### src/core/lsadnr_pkg.sv
// package: constants, register map and carrier types of the luma sharpness / noise coring block
package lsadnr_pkg;
  // ------------------------------------------------------------------
  // register subaddresses
  // ------------------------------------------------------------------
  localparam logic [7:0] LSA_SHARP_CTRL_ADDR = 8'h31; // sharpness enable, bit 7
  localparam logic [7:0] LSA_ADAPT_CTRL_ADDR = 8'h35; // adaptive enable bit 7, mode bit 6
  localparam logic [7:0] LSA_SHARP_GAIN_ADDR = 8'h40;
  localparam logic [7:0] LSA_AGAIN1_ADDR     = 8'h58;
  localparam logic [7:0] LSA_AGAIN2_ADDR     = 8'h59;
  localparam logic [7:0] LSA_AGAIN3_ADDR     = 8'h5A;
  localparam logic [7:0] LSA_ATHR_A_ADDR     = 8'h5B;
  localparam logic [7:0] LSA_ATHR_B_ADDR     = 8'h5C;
  localparam logic [7:0] LSA_ATHR_C_ADDR     = 8'h5D;
  localparam logic [7:0] LSA_NC0_ADDR        = 8'hA3;
  localparam logic [7:0] LSA_NC1_ADDR        = 8'hA4;
  localparam logic [7:0] LSA_NC2_ADDR        = 8'hA5;
  // ------------------------------------------------------------------
  // field positions
  // ------------------------------------------------------------------
  localparam int LSA_EN_BIT        = 7; // enable bit in 0x31 and 0x35
  localparam int LSA_MODE_BIT      = 6; // adaptive mode select in 0x35
  localparam int LSA_BLK16_BIT     = 7; // nc1 block size
  localparam int LSA_BORDER4_BIT   = 6; // nc1 border width
  localparam int LSA_NCMODE_BIT    = 4; // nc2 coring / boost
  // ------------------------------------------------------------------
  // reset values and fixed numbers
  // ------------------------------------------------------------------
  localparam logic [7:0] LSA_REG_RST      = 8'h00;
  localparam logic [3:0] LSA_FIXED_GAIN_A = 4'h0; // gain a held in adaptive mode a
  localparam logic [3:0] LSA_CORE_GMAX    = 4'h8; // coring gain ceiling, 8/8
  localparam logic [3:0] LSA_BOOST_GMAX   = 4'h8; // boost gain ceiling, 8/16
  localparam logic [7:0] LSA_LUMA_MAX     = 8'hFF;

  // one video sample with its timing marks
  typedef struct packed {
    logic [7:0] luma;
    logic [7:0] chroma;
    logic       sd_path;     // 1: standard_def_path, 0: high_def_path
    logic       line_start;
    logic       frame_start;
  } lsa_pix_t;

  // software-visible controls
  typedef struct packed {
    logic       sharp_en;
    logic       adapt_en;
    logic       adapt_mode;
    logic [7:0] sharp_gain;
    logic [7:0] again1;
    logic [7:0] again2;
    logic [7:0] again3;
    logic [7:0] athr_a;
    logic [7:0] athr_b;
    logic [7:0] athr_c;
    logic [7:0] nc0;
    logic [7:0] nc1;
    logic [7:0] nc2;
  } lsa_regs_t;

  // whole state of the block
  typedef struct packed {
    lsa_regs_t          regs;
    lsa_pix_t [4:0]     win;      // luma window, [0] newest
    logic [1:0]         fill;     // samples held, saturates at 2
    logic [3:0]         pix_cnt;  // next pixel index in line
    logic [3:0]         line_cnt; // current line index in frame
    lsa_pix_t           head;
    lsa_pix_t           tail;
    logic               head_v;
    logic               tail_v;
    logic               in_rdy;
    logic [7:0]         rd_data;
    logic               rd_valid;
  } lsa_state_t;
endpackage

### src/core/lsadnr_luma_enh.sv
// luma sharpness, adaptive edge filter and noise coring with output skid buffer
`timescale 1ns/1ps
`default_nettype none
module lsadnr_luma_enh
  import lsadnr_pkg::*;
(
  input  wire logic       sys_clk,
  input  wire logic       reset,
  // register port, serial interface side
  input  wire logic       reg_wr,
  input  wire logic       reg_rd,
  input  wire logic [7:0] reg_addr,
  input  wire logic [7:0] reg_wdata,
  output logic      [7:0] reg_rdata,
  output logic            reg_rvalid,
  // incoming video
  input  wire logic       in_valid,
  input  wire lsa_pix_t   in_pix,
  output logic            in_ready,
  // processed video
  output logic            out_valid,
  output lsa_pix_t        out_pix,
  input  wire logic       out_ready
);

  // ------------------------------------------------------------------
  // state and helpers
  // ------------------------------------------------------------------
  // pipeline at a glance:
  //   five-sample luma window, newest sample enters at [0]
  //   centre sample [2] is processed once the window holds three samples (fill at 2)
  //   result goes to a two-entry skid buffer towards out_pix
  //   every register, window and buffer lives in one struct
  // the window only moves on an accepted sample, so a stall
  // downstream freezes the whole pipe without losing a word
  // latency is two samples plus one clock in every mode,
  // which keeps luma in step with chroma and timing marks
  lsa_state_t s_r;   // all flops
  lsa_state_t s_nxt; // next value

  // products are kept at 16 bits: an 11-bit tap sum times a
  // 5-bit gain needs at most 16, so the cast never drops sign
  // signed product of a filter tap sum and a 5-bit gain
  function automatic logic signed [15:0] mulg(input logic signed [10:0] f,
                                              input logic signed [4:0]  g);
    mulg = 16'(f * g);
  endfunction

  // gain nibbles are two's complement, -8 to +7
  // signed nibble widened to 5 bits
  function automatic logic signed [4:0] snib(input logic [3:0] n);
    snib = $signed({n[3], n});
  endfunction

  // saturates rather than wraps, so strong boosts flatten out
  // unsigned clip to the luma range
  function automatic logic [7:0] clip8(input logic signed [15:0] v);
    if (v < 16'sd0) begin
      clip8 = 8'h00;
    end else if (v > 16'sd255) begin
      clip8 = LSA_LUMA_MAX;
    end else begin
      clip8 = v[7:0];
    end
  endfunction

  // ------------------------------------------------------------------
  // combinational datapath
  // ------------------------------------------------------------------
  logic              acc;                    // sample taken this cycle
  logic              push;                   // output word produced
  logic              pop;                    // head leaves
  lsa_pix_t [4:0]    w;                      // window after shift
  lsa_pix_t          res;                    // processed centre sample
  logic signed [10:0] fa;                    // filter a, narrow high pass
  logic signed [10:0] fb;                    // filter b, wide band
  logic signed [10:0] fab;                   // mean of a and b
  logic signed [10:0] der;                   // luma derivative
  logic [9:0]        dmag;                   // |derivative|
  logic [7:0]        gsel;                   // gain pair chosen by edge
  logic signed [4:0] ga;
  logic signed [4:0] gb;
  logic signed [15:0] hd_adj;
  logic signed [10:0] nf;                    // coring filter output
  logic [9:0]        nmag;
  logic [3:0]        ng;                     // coring gain in use
  logic signed [15:0] nd_adj;
  logic [3:0]        pidx;                   // centre pixel index
  logic [3:0]        lidx;                   // centre line index
  logic [3:0]        hpos;
  logic [3:0]        vpos;
  logic [4:0]        bsize;
  logic [4:0]        half;
  logic              on_border;
  logic              hd_sharp;
  logic              hd_adapt;

  // pushes follow accepted samples once the window holds a centre
  always_comb begin
    s_nxt    = s_r;
    acc      = in_valid && s_r.in_rdy;
    pop      = s_r.head_v && out_ready;
    push     = acc && (s_r.fill == 2'd2);
    w        = {s_r.win[3:0], in_pix};
    res      = w[2];
    hd_sharp = s_r.regs.sharp_en && !s_r.regs.adapt_en;
    hd_adapt = s_r.regs.sharp_en && s_r.regs.adapt_en;

    // --- filter taps on the window (same for every mode) ---
    // w[0] newest .. w[4] oldest, w[2] is the sample being processed
    // a: narrow three-tap high pass on the direct neighbours
    // b: wider high pass on the outer taps
    // all taps are computed every cycle whatever the mode, so the
    // latency never depends on the register settings
    fa   = 11'(($signed({3'b000, w[2].luma}) <<< 1) - $signed({3'b000, w[1].luma})
               - $signed({3'b000, w[3].luma}));
    fb   = 11'(($signed({3'b000, w[2].luma}) <<< 1) - $signed({3'b000, w[0].luma})
               - $signed({3'b000, w[4].luma}));
    fab  = 11'((fa + fb) >>> 1);
    der  = 11'($signed({3'b000, w[1].luma}) - $signed({3'b000, w[3].luma}));
    dmag = der[10] ? 10'(-der) : der[9:0];

    // --- adaptive: edge strength picks the gain pair ---
    // thresholds are compared in order a, b, c; software should keep
    // them rising, otherwise later bands are simply never reached
    // a quiet area keeps the sharpness gain, stronger edges take the
    // adaptive gains so ringing on them can be damped
    if (dmag < {2'b00, s_r.regs.athr_a}) begin
      gsel = s_r.regs.sharp_gain;
    end else if (dmag < {2'b00, s_r.regs.athr_b}) begin
      gsel = s_r.regs.again1;
    end else if (dmag < {2'b00, s_r.regs.athr_c}) begin
      gsel = s_r.regs.again2;
    end else begin
      gsel = s_r.regs.again3;
    end
    // low nibble gain a, high nibble gain b
    ga = snib(gsel[3:0]);
    gb = snib(gsel[7:4]);

    // --- high_def_path response ---
    // gains are in sixteenths: a gain of 7 adds 7/16 of the filter
    // output, a gain of -8 takes half of it away
    // with both enables clear the luma passes through unchanged
    if (hd_adapt && !s_r.regs.adapt_mode) begin
      // filter b path only, gain a not programmable
      hd_adj = (mulg(fb, gb) + mulg(fa, snib(LSA_FIXED_GAIN_A))) >>> 4;
    end else if (hd_adapt) begin
      hd_adj = (mulg(fa, ga) + mulg(fab, gb)) >>> 4;
    end else if (hd_sharp) begin
      // plain sharpness ignores edge strength
      hd_adj = (mulg(fa, snib(s_r.regs.sharp_gain[3:0]))
               + mulg(fb, snib(s_r.regs.sharp_gain[7:4]))) >>> 4;
    end else begin
      hd_adj = 16'sd0;
    end

    // --- noise coring input filter select ---
    // eight pass bands: the halved versions give a gentler coring
    // for the same threshold; the difference bands pick mid detail
    case (s_r.regs.nc2[2:0])
      3'd0:    nf = fa;
      3'd1:    nf = fb;
      3'd2:    nf = fab;
      3'd3:    nf = fa >>> 1;
      3'd4:    nf = fb >>> 1;
      3'd5:    nf = fab >>> 1;
      3'd6:    nf = 11'(fa - fb);
      default: nf = 11'((fa - fb) >>> 1);
    endcase
    nmag = nf[10] ? 10'(-nf) : nf[9:0];

    // --- block grid position of the centre sample ---
    // pixel index restarts at every line mark and the line index
    // at every frame mark; both use the centre sample's own marks
    // so the grid stays locked to the sample that is processed
    // counters are only four bits: larger positions wrap, which
    // matches the 16-pixel block as the biggest grid
    pidx = res.line_start ? 4'h0 : s_r.pix_cnt;
    if (res.frame_start) begin
      lidx = 4'h0;
    end else if (res.line_start) begin
      lidx = 4'(s_r.line_cnt + 4'h1);
    end else begin
      lidx = s_r.line_cnt;
    end
    // offset field shares bit 4 with the mode bit, as mapped
    hpos  = 4'(pidx + s_r.regs.nc2[7:4]);
    vpos  = 4'(lidx + s_r.regs.nc2[7:4]);
    bsize = s_r.regs.nc1[LSA_BLK16_BIT] ? 5'd16 : 5'd8;
    half  = s_r.regs.nc1[LSA_BORDER4_BIT] ? 5'd2 : 5'd1;
    if (!s_r.regs.nc1[LSA_BLK16_BIT]) begin
      hpos = {1'b0, hpos[2:0]};
      vpos = {1'b0, vpos[2:0]};
    end
    // a transition straddles the block edge, half each side
    on_border = ({1'b0, hpos} < half) || ({1'b0, hpos} >= 5'(bsize - half))
             || ({1'b0, vpos} < half) || ({1'b0, vpos} >= 5'(bsize - half));

    // border gain near block edges, data gain inside the block;
    // a gain above the ceiling is clamped rather than wrapped
    ng = on_border ? s_r.regs.nc0[3:0] : s_r.regs.nc0[7:4];
    if (!s_r.regs.nc2[LSA_NCMODE_BIT]) begin
      // coring: up to 8/8 of the noise removed
      if (ng > LSA_CORE_GMAX) begin
        ng = LSA_CORE_GMAX;
      end
      if (nmag < {4'h0, s_r.regs.nc1[5:0]}) begin
        nd_adj = -(mulg(nf, $signed({1'b0, ng})) >>> 3);
      end else begin
        nd_adj = 16'sd0;
      end
    end else begin
      // boost: up to 8/16 of valid detail added
      if (ng > LSA_BOOST_GMAX) begin
        ng = LSA_BOOST_GMAX;
      end
      if (nmag > {4'h0, s_r.regs.nc1[5:0]}) begin
        nd_adj = mulg(nf, $signed({1'b0, ng})) >>> 4;
      end else begin
        nd_adj = 16'sd0;
      end
    end

    // chroma and timing marks pass untouched
    if (w[2].sd_path) begin
      res.luma = clip8($signed({8'h00, w[2].luma}) + nd_adj);
    end else begin
      res.luma = clip8($signed({8'h00, w[2].luma}) + hd_adj);
    end

    // ------------------------------------------------------------------
    // window and grid counters advance only on accepted samples
    // ------------------------------------------------------------------
    if (acc) begin
      s_nxt.win = w;
      if (s_r.fill != 2'd2) begin
        s_nxt.fill = 2'(s_r.fill + 2'd1);
      end
    end
    if (push) begin
      s_nxt.pix_cnt  = 4'(pidx + 4'h1);
      s_nxt.line_cnt = lidx;
    end

    // ------------------------------------------------------------------
    // two-entry skid buffer: head drives the port, tail absorbs a stall
    // ------------------------------------------------------------------
    // the pop is applied first so a word can leave and another
    // enter in the same cycle; the tail is only used while the
    // head is stalled, and ready drops as soon as it fills
    if (pop) begin
      s_nxt.head   = s_r.tail;
      s_nxt.head_v = s_r.tail_v;
      s_nxt.tail_v = 1'b0;
    end
    if (push) begin
      if (!s_nxt.head_v) begin
        s_nxt.head   = res;
        s_nxt.head_v = 1'b1;
      end else begin
        s_nxt.tail   = res;
        s_nxt.tail_v = 1'b1;
      end
    end
    // ready registered: a free tail guarantees room for one push
    s_nxt.in_rdy = !s_nxt.tail_v;

    // ------------------------------------------------------------------
    // register writes
    // ------------------------------------------------------------------
    // writes land at the edge that samples the strobe; spare bits of
    // the two control registers are dropped, unmapped addresses ignored
    if (reg_wr) begin
      case (reg_addr)
        LSA_SHARP_CTRL_ADDR: s_nxt.regs.sharp_en = reg_wdata[LSA_EN_BIT];
        LSA_ADAPT_CTRL_ADDR: begin
          s_nxt.regs.adapt_en   = reg_wdata[LSA_EN_BIT];
          s_nxt.regs.adapt_mode = reg_wdata[LSA_MODE_BIT];
        end
        LSA_SHARP_GAIN_ADDR: s_nxt.regs.sharp_gain = reg_wdata;
        LSA_AGAIN1_ADDR:     s_nxt.regs.again1     = reg_wdata;
        LSA_AGAIN2_ADDR:     s_nxt.regs.again2     = reg_wdata;
        LSA_AGAIN3_ADDR:     s_nxt.regs.again3     = reg_wdata;
        LSA_ATHR_A_ADDR:     s_nxt.regs.athr_a     = reg_wdata;
        LSA_ATHR_B_ADDR:     s_nxt.regs.athr_b     = reg_wdata;
        LSA_ATHR_C_ADDR:     s_nxt.regs.athr_c     = reg_wdata;
        LSA_NC0_ADDR:        s_nxt.regs.nc0        = reg_wdata;
        LSA_NC1_ADDR:        s_nxt.regs.nc1        = reg_wdata;
        LSA_NC2_ADDR:        s_nxt.regs.nc2        = reg_wdata;
        default: ; // other subaddresses belong elsewhere
      endcase
    end

    // ------------------------------------------------------------------
    // register reads: one cycle later, unmapped reads give zero
    // ------------------------------------------------------------------
    // read data is taken from the registers before any write of the
    // same cycle, and holds until the next read
    s_nxt.rd_valid = reg_rd;
    if (reg_rd) begin
      case (reg_addr)
        LSA_SHARP_CTRL_ADDR: s_nxt.rd_data = {s_r.regs.sharp_en, 7'h00};
        LSA_ADAPT_CTRL_ADDR: s_nxt.rd_data = {s_r.regs.adapt_en, s_r.regs.adapt_mode, 6'h00};
        LSA_SHARP_GAIN_ADDR: s_nxt.rd_data = s_r.regs.sharp_gain;
        LSA_AGAIN1_ADDR:     s_nxt.rd_data = s_r.regs.again1;
        LSA_AGAIN2_ADDR:     s_nxt.rd_data = s_r.regs.again2;
        LSA_AGAIN3_ADDR:     s_nxt.rd_data = s_r.regs.again3;
        LSA_ATHR_A_ADDR:     s_nxt.rd_data = s_r.regs.athr_a;
        LSA_ATHR_B_ADDR:     s_nxt.rd_data = s_r.regs.athr_b;
        LSA_ATHR_C_ADDR:     s_nxt.rd_data = s_r.regs.athr_c;
        LSA_NC0_ADDR:        s_nxt.rd_data = s_r.regs.nc0;
        LSA_NC1_ADDR:        s_nxt.rd_data = s_r.regs.nc1;
        LSA_NC2_ADDR:        s_nxt.rd_data = s_r.regs.nc2;
        default:             s_nxt.rd_data = 8'h00;
      endcase
    end
  end

  // ------------------------------------------------------------------
  // state register, synchronous reset
  // ------------------------------------------------------------------
  // reset clears every control, so all filtering is off and the
  // luma passes through until software enables a mode
  // ready comes up with reset: an empty buffer can always take a word
  always_ff @(posedge sys_clk) begin
    if (reset) begin
      s_r                 <= '0;
      s_r.regs.sharp_gain <= LSA_REG_RST;
      s_r.in_rdy          <= 1'b1;
    end else begin
      s_r <= s_nxt;
    end
  end

  // ------------------------------------------------------------------
  // outputs straight from flops
  // ------------------------------------------------------------------
  // every port below is a plain flop output, no logic after the
  // registers, so downstream timing sees a clean clock-to-out
  assign in_ready   = s_r.in_rdy;
  assign out_valid  = s_r.head_v;
  assign out_pix    = s_r.head;
  assign reg_rdata  = s_r.rd_data;
  assign reg_rvalid = s_r.rd_valid;

endmodule
`default_nettype wire

### config.mk
export PLATFORM = sky130hd
export DESIGN_NAME = lsadnr_luma_enh
export DESIGN_NICKNAME = d
export VERILOG_FILES = /design/src/core/lsadnr_pkg.sv /design/src/core/lsadnr_luma_enh.sv
export SDC_FILE = /design/constraint.sdc
export NUM_CORES = 1
export LEC_CHECK = 0
export BUFFER_PORTS_ARGS = -buffer_cell sky130_fd_sc_hd__buf_4
export CAP_MARGIN = 20
export CORE_MARGIN = 2
export CORE_UTILIZATION = 55
export CTS_CLUSTER_DIAMETER = 150
export DETAILED_ROUTE_END_ITERATION = 8
export GPL_ROUTABILITY_DRIVEN = 0
export PLACE_DENSITY = 0.7
export SLEW_MARGIN = 20
export SYNTH_ARGS = -nofsm -noshare
export SYNTH_HDL_FRONTEND = slang
export SYNTH_SLANG_ARGS = --single-unit
### constraint.sdc
create_clock -name sys_clk -period 13.2 [get_ports sys_clk]
set_input_delay 1.32 -clock sys_clk [delete_from_list [all_inputs] [get_ports sys_clk]]
set_output_delay 1.32 -clock sys_clk [all_outputs]
set_load 0.02 [all_outputs]
==> metrics.md <==
| Metric | Value |
|---|---|
| Post-synth EDFFs | `0` |
| Element type at the critical path start | `flip-flop` |
| Cell count after placement | `approximately 3800` |
| Grt total ovfl | `0` |
| Max-cap violations | `0` |
| # setup viols final | `0` |
| Commonest non-fill, non-tap cell in the layout | `nand2_1` |
| Hold EP | `res[4]` |
| Die W | `~220 µm` |
| Req. time, crit path | `13.53 ns` |
| Cells after Synth | `3267` |
| Sink Count | `just under 200` |
| Power Dens Cells | `around 170 nW/µm²` |
| Static Leak | `between 10 and 15 nW` |
| FMAX | `81.6 MHz` |
| DR vias/cell | `6.16` |
| Layout cell share with drive strength beyond 1 | `around 7%` |
| #FFs+latches synth | `~200` |
| Clock latency on the worst-skew pair | `approximately 0.47 ns` |
| Rows | `a little under 80` |
| CTS Buffer Depth | `2` |
| Final Util | `between 50% and 60%` |
| Worst rel slew slack | `roughly 30%` |
| Syn avg cell area | `approximately 7.7 µm²` |
| WHS Path Cells | `2` |
| H-tree Lvls | `4` |
| Total Power | `around 4.7 mW` |
| Buffer count from post-CTS setup fixing | `0` |
| Num ports | `71` |
| Die Footprint | `about 47000 µm²` |
| Register area share after synthesis | `15.7%` |
| Final-stage net count | `roughly 3700` |
| Yosys cell types | `between 100 and 150` |
| Slowest cell on crit path | `o22a_1` |
| Worst Hold Class | `flip-flop to flip-flop` |
| Fin crit period | `12.25 ns` |
| Core ar. | `roughly 45000 µm²` |
| First-pass GRT wire length | `123000 µm` |
| CTS tree | `done` |
| Reg2reg end | `out_pix[17]` |
| Final hold viol count | `0` |
| Top_reg_cell synth | `dfxtp_1` |
| Post-DRT Antenna Nets | `0` |
| Final cycle utilization of the critical path | `slightly above 90%` |
| Syn_nets | `3745` |
| Highest cell delay on the worst timing path | `~0.67 ns` |
| All-Layer GR Usage | `roughly 33%` |
| Ys async rst share | `0%` |
| RSZ-0062 raised after global routing | `false` |
| Non-filler cells in the finished layout | `about 3800` |
| Final Max Tran Viols | `0` |
| Residual DRC | `0` |
| Via count | `23600` |
| Setup TNS | `0 ns` |
| Largest net degree at the start of global routing | `100` |
| Crit. Startpoint | `s_r[71]` |
| Aggregate routed wire length | `between 70000 and 80000 µm` |
| Dpl ws | `approximately 1.1 ns` |
| Initial Utilization | `55.5%` |
| RR Startpoint | `s_r[71]` |
| Clock transition at the registers of the reported paths | `approximately 0.07 ns` |
| Yosys Warn Count | `0` |
| Arrival time at the worst endpoint | `about 13 ns` |
| CP Class | `flip-flop to flip-flop` |
| CTS root buf | `clkbuf_16` |
| Layout Skew | `0.0132 ns` |
| Antenna violations before repair | `0` |
| Die height | `between 200 and 250 µm` |
| 1st-iter DRT viols | `2592` |
| Ant diodes | `0` |
| Worst hold start | `s_r[64]` |
| Commonest non-fill, non-tap cells in the layout | `nand2_1, inv_1, nor2_1, a21oi_1, ha_1` |
| CTS Buf Count | `17` |
| Critical path fanouts, max | `11` |
| Area delta synth->final | `5.79%` |
| Reg2Reg Depth | `47` |
| Detail Placement HPWL | `between 60000 and 70000 µm` |
| CP most frequent cell | `a21oi_1` |
| Vias in the first global route | `roughly 23000` |
| PnR worst setup slack | `0.947 ns` |
| Tightest Pin Transition | `approximately 1.1 ns` |
| Routed WL per cell | `between 20 and 25 µm` |
| Worst VDD drop | `0.267 mV` |
| Setup slack, reg-to-reg | `0.95 ns` |
| I/O Buffers | `70` |
| Drt first pass iters | `8` |
| Hold buffer count at CTS | `0` |
| Status | `finished, final reports clean` |
| Cell area after synthesis | `around 25000 µm²` |
| Critical Path End Type | `flip-flop` |
==> critical path: cells and delay by family, from the launching register on <==
family,cells,cell delay [ns]
DFF,1,0.42
adders and majority gates,10,4.06
AOI/OAI and AO/OA,20,5.48
buffers and inverters,6,0.37
and+or+nand+nor,9,1.46
xor gates and xnor gates,2,0.32
==> area by class of cell <==
type                            instances  area (µm²)
Inverter                              370        1390
Fill cell                            4188       18700
Tap cell                              600         751
Clock inverter                         14         166
Timing Repair Buffer                  107         820
Multi-Input combinational cell       2525       19100
Sequential cell                       197        3940
Clock buffer                           18         439
==> kinds of logic after synthesis <==
kind of cell	after synthesis	share of synthesized area, %
XOR/XNOR	130	4.78
adder cells (fa/ha/maj)	438	27.8
flip-flops	197	15.7
buffers and inverters	545	8.64
multiplexers	64	2.67
AND/OR/NAND/NOR	1137	20.8
AO/OA/AOI/OAI	756	19.7
==> state kept, by name (all words and copies together) (netlist names) <==
name / count
s_r: 156
reg_rvalid: 1
in_ready: 1
out_valid: 1
reg_rdata: 8
out_pix: 19
res: 11
==> per-layer routing <==
| metal | vias up | GRT usage (%) | routed length (µm) |
|---|---|---|---|
| met3 | 230 | 5.17 | 6650 |
| met1 | 11300 | 41.6 | 30500 |
| met5 | - | 0 | 0 |
| met2 | 1063 | 53.9 | 35700 |
| li1 | 11000 | - | - |
| met4 | 0 | 17.7 | 4490 |
==> how the worst max path moves through the flow <==
stage	slack, ns	end
6_report	0.95	out_pix[17]
5_1_grt	0.07	out_pix[17]
3_5_place_dp	1.08	s_r[23]
2_1_floorplan	2.44	s_r[23]
4_1_cts	1.06	out_pix[17]
3_3_place_gp	1.37	out_pix[13]
==> synthesized netlist by cell type, drive strengths merged, types with 8 or more instances <==
| cell type | instances | area, µm² |
|---|---|---|
| nor3b | 12 | 90.1 |
| a31o | 8 | 70.1 |
| o21ai | 107 | 536 |
| a21o | 42 | 315 |
| mux2 | 15 | 169 |
| nor4b | 9 | 93.8 |
| a22oi | 19 | 143 |
| o21a | 25 | 188 |
| a311oi | 18 | 158 |
| nand2 | 418 | 1570 |
| clkbuf | 128 | 482 |
| a31oi | 38 | 259 |
| o31ai | 26 | 200 |
| nand2b | 29 | 181 |
| a21oi | 293 | 1470 |
| o211ai | 12 | 100 |
| nand3 | 92 | 460 |
| nor4 | 14 | 93.8 |
| o21bai | 9 | 67.6 |
| buf | 47 | 303 |
| dfxtp | 197 | 3940 |
| a222oi | 9 | 90.1 |
| nor2b | 57 | 357 |
| and3 | 22 | 138 |
| nor2 | 318 | 1190 |
| or2 | 18 | 113 |
| nor3 | 46 | 235 |
| inv | 369 | 1390 |
| a211oi | 20 | 150 |
| ha | 236 | 2950 |
| xnor2 | 86 | 776 |
| o31a | 13 | 114 |
| xor2 | 41 | 359 |
| mux2i | 48 | 480 |
| and2 | 47 | 294 |
| o22ai | 19 | 156 |
| or3 | 16 | 100 |
| fa | 201 | 4020 |
| nand4 | 12 | 75.1 |
==> report_power, final <==
group / switching [mW] / total [mW] / internal (mW)
Sequential: 0.0122 / 0.618 / 0.606
Combinational: 2.19 / 3.50 / 1.30
Clock: 0.250 / 0.539 / 0.290
==> timing repair <==
item / 4_1_cts / 5_1_grt
hold endpoints to repair: 0 / 0
setup endpoints to repair: 0 / 10
gates resized for setup: 0 / 1
==> stage by stage <==
stage                     cell area (µm²)  hold slack, ns
final                               26600           0.453
after global routing                26600           0.465
after CTS                           26600           0.454
after detailed placement            25900           0.442
after global placement              25900           0.439
after floorplan                     25100           0.432
(Power assumes the default switching activity.)
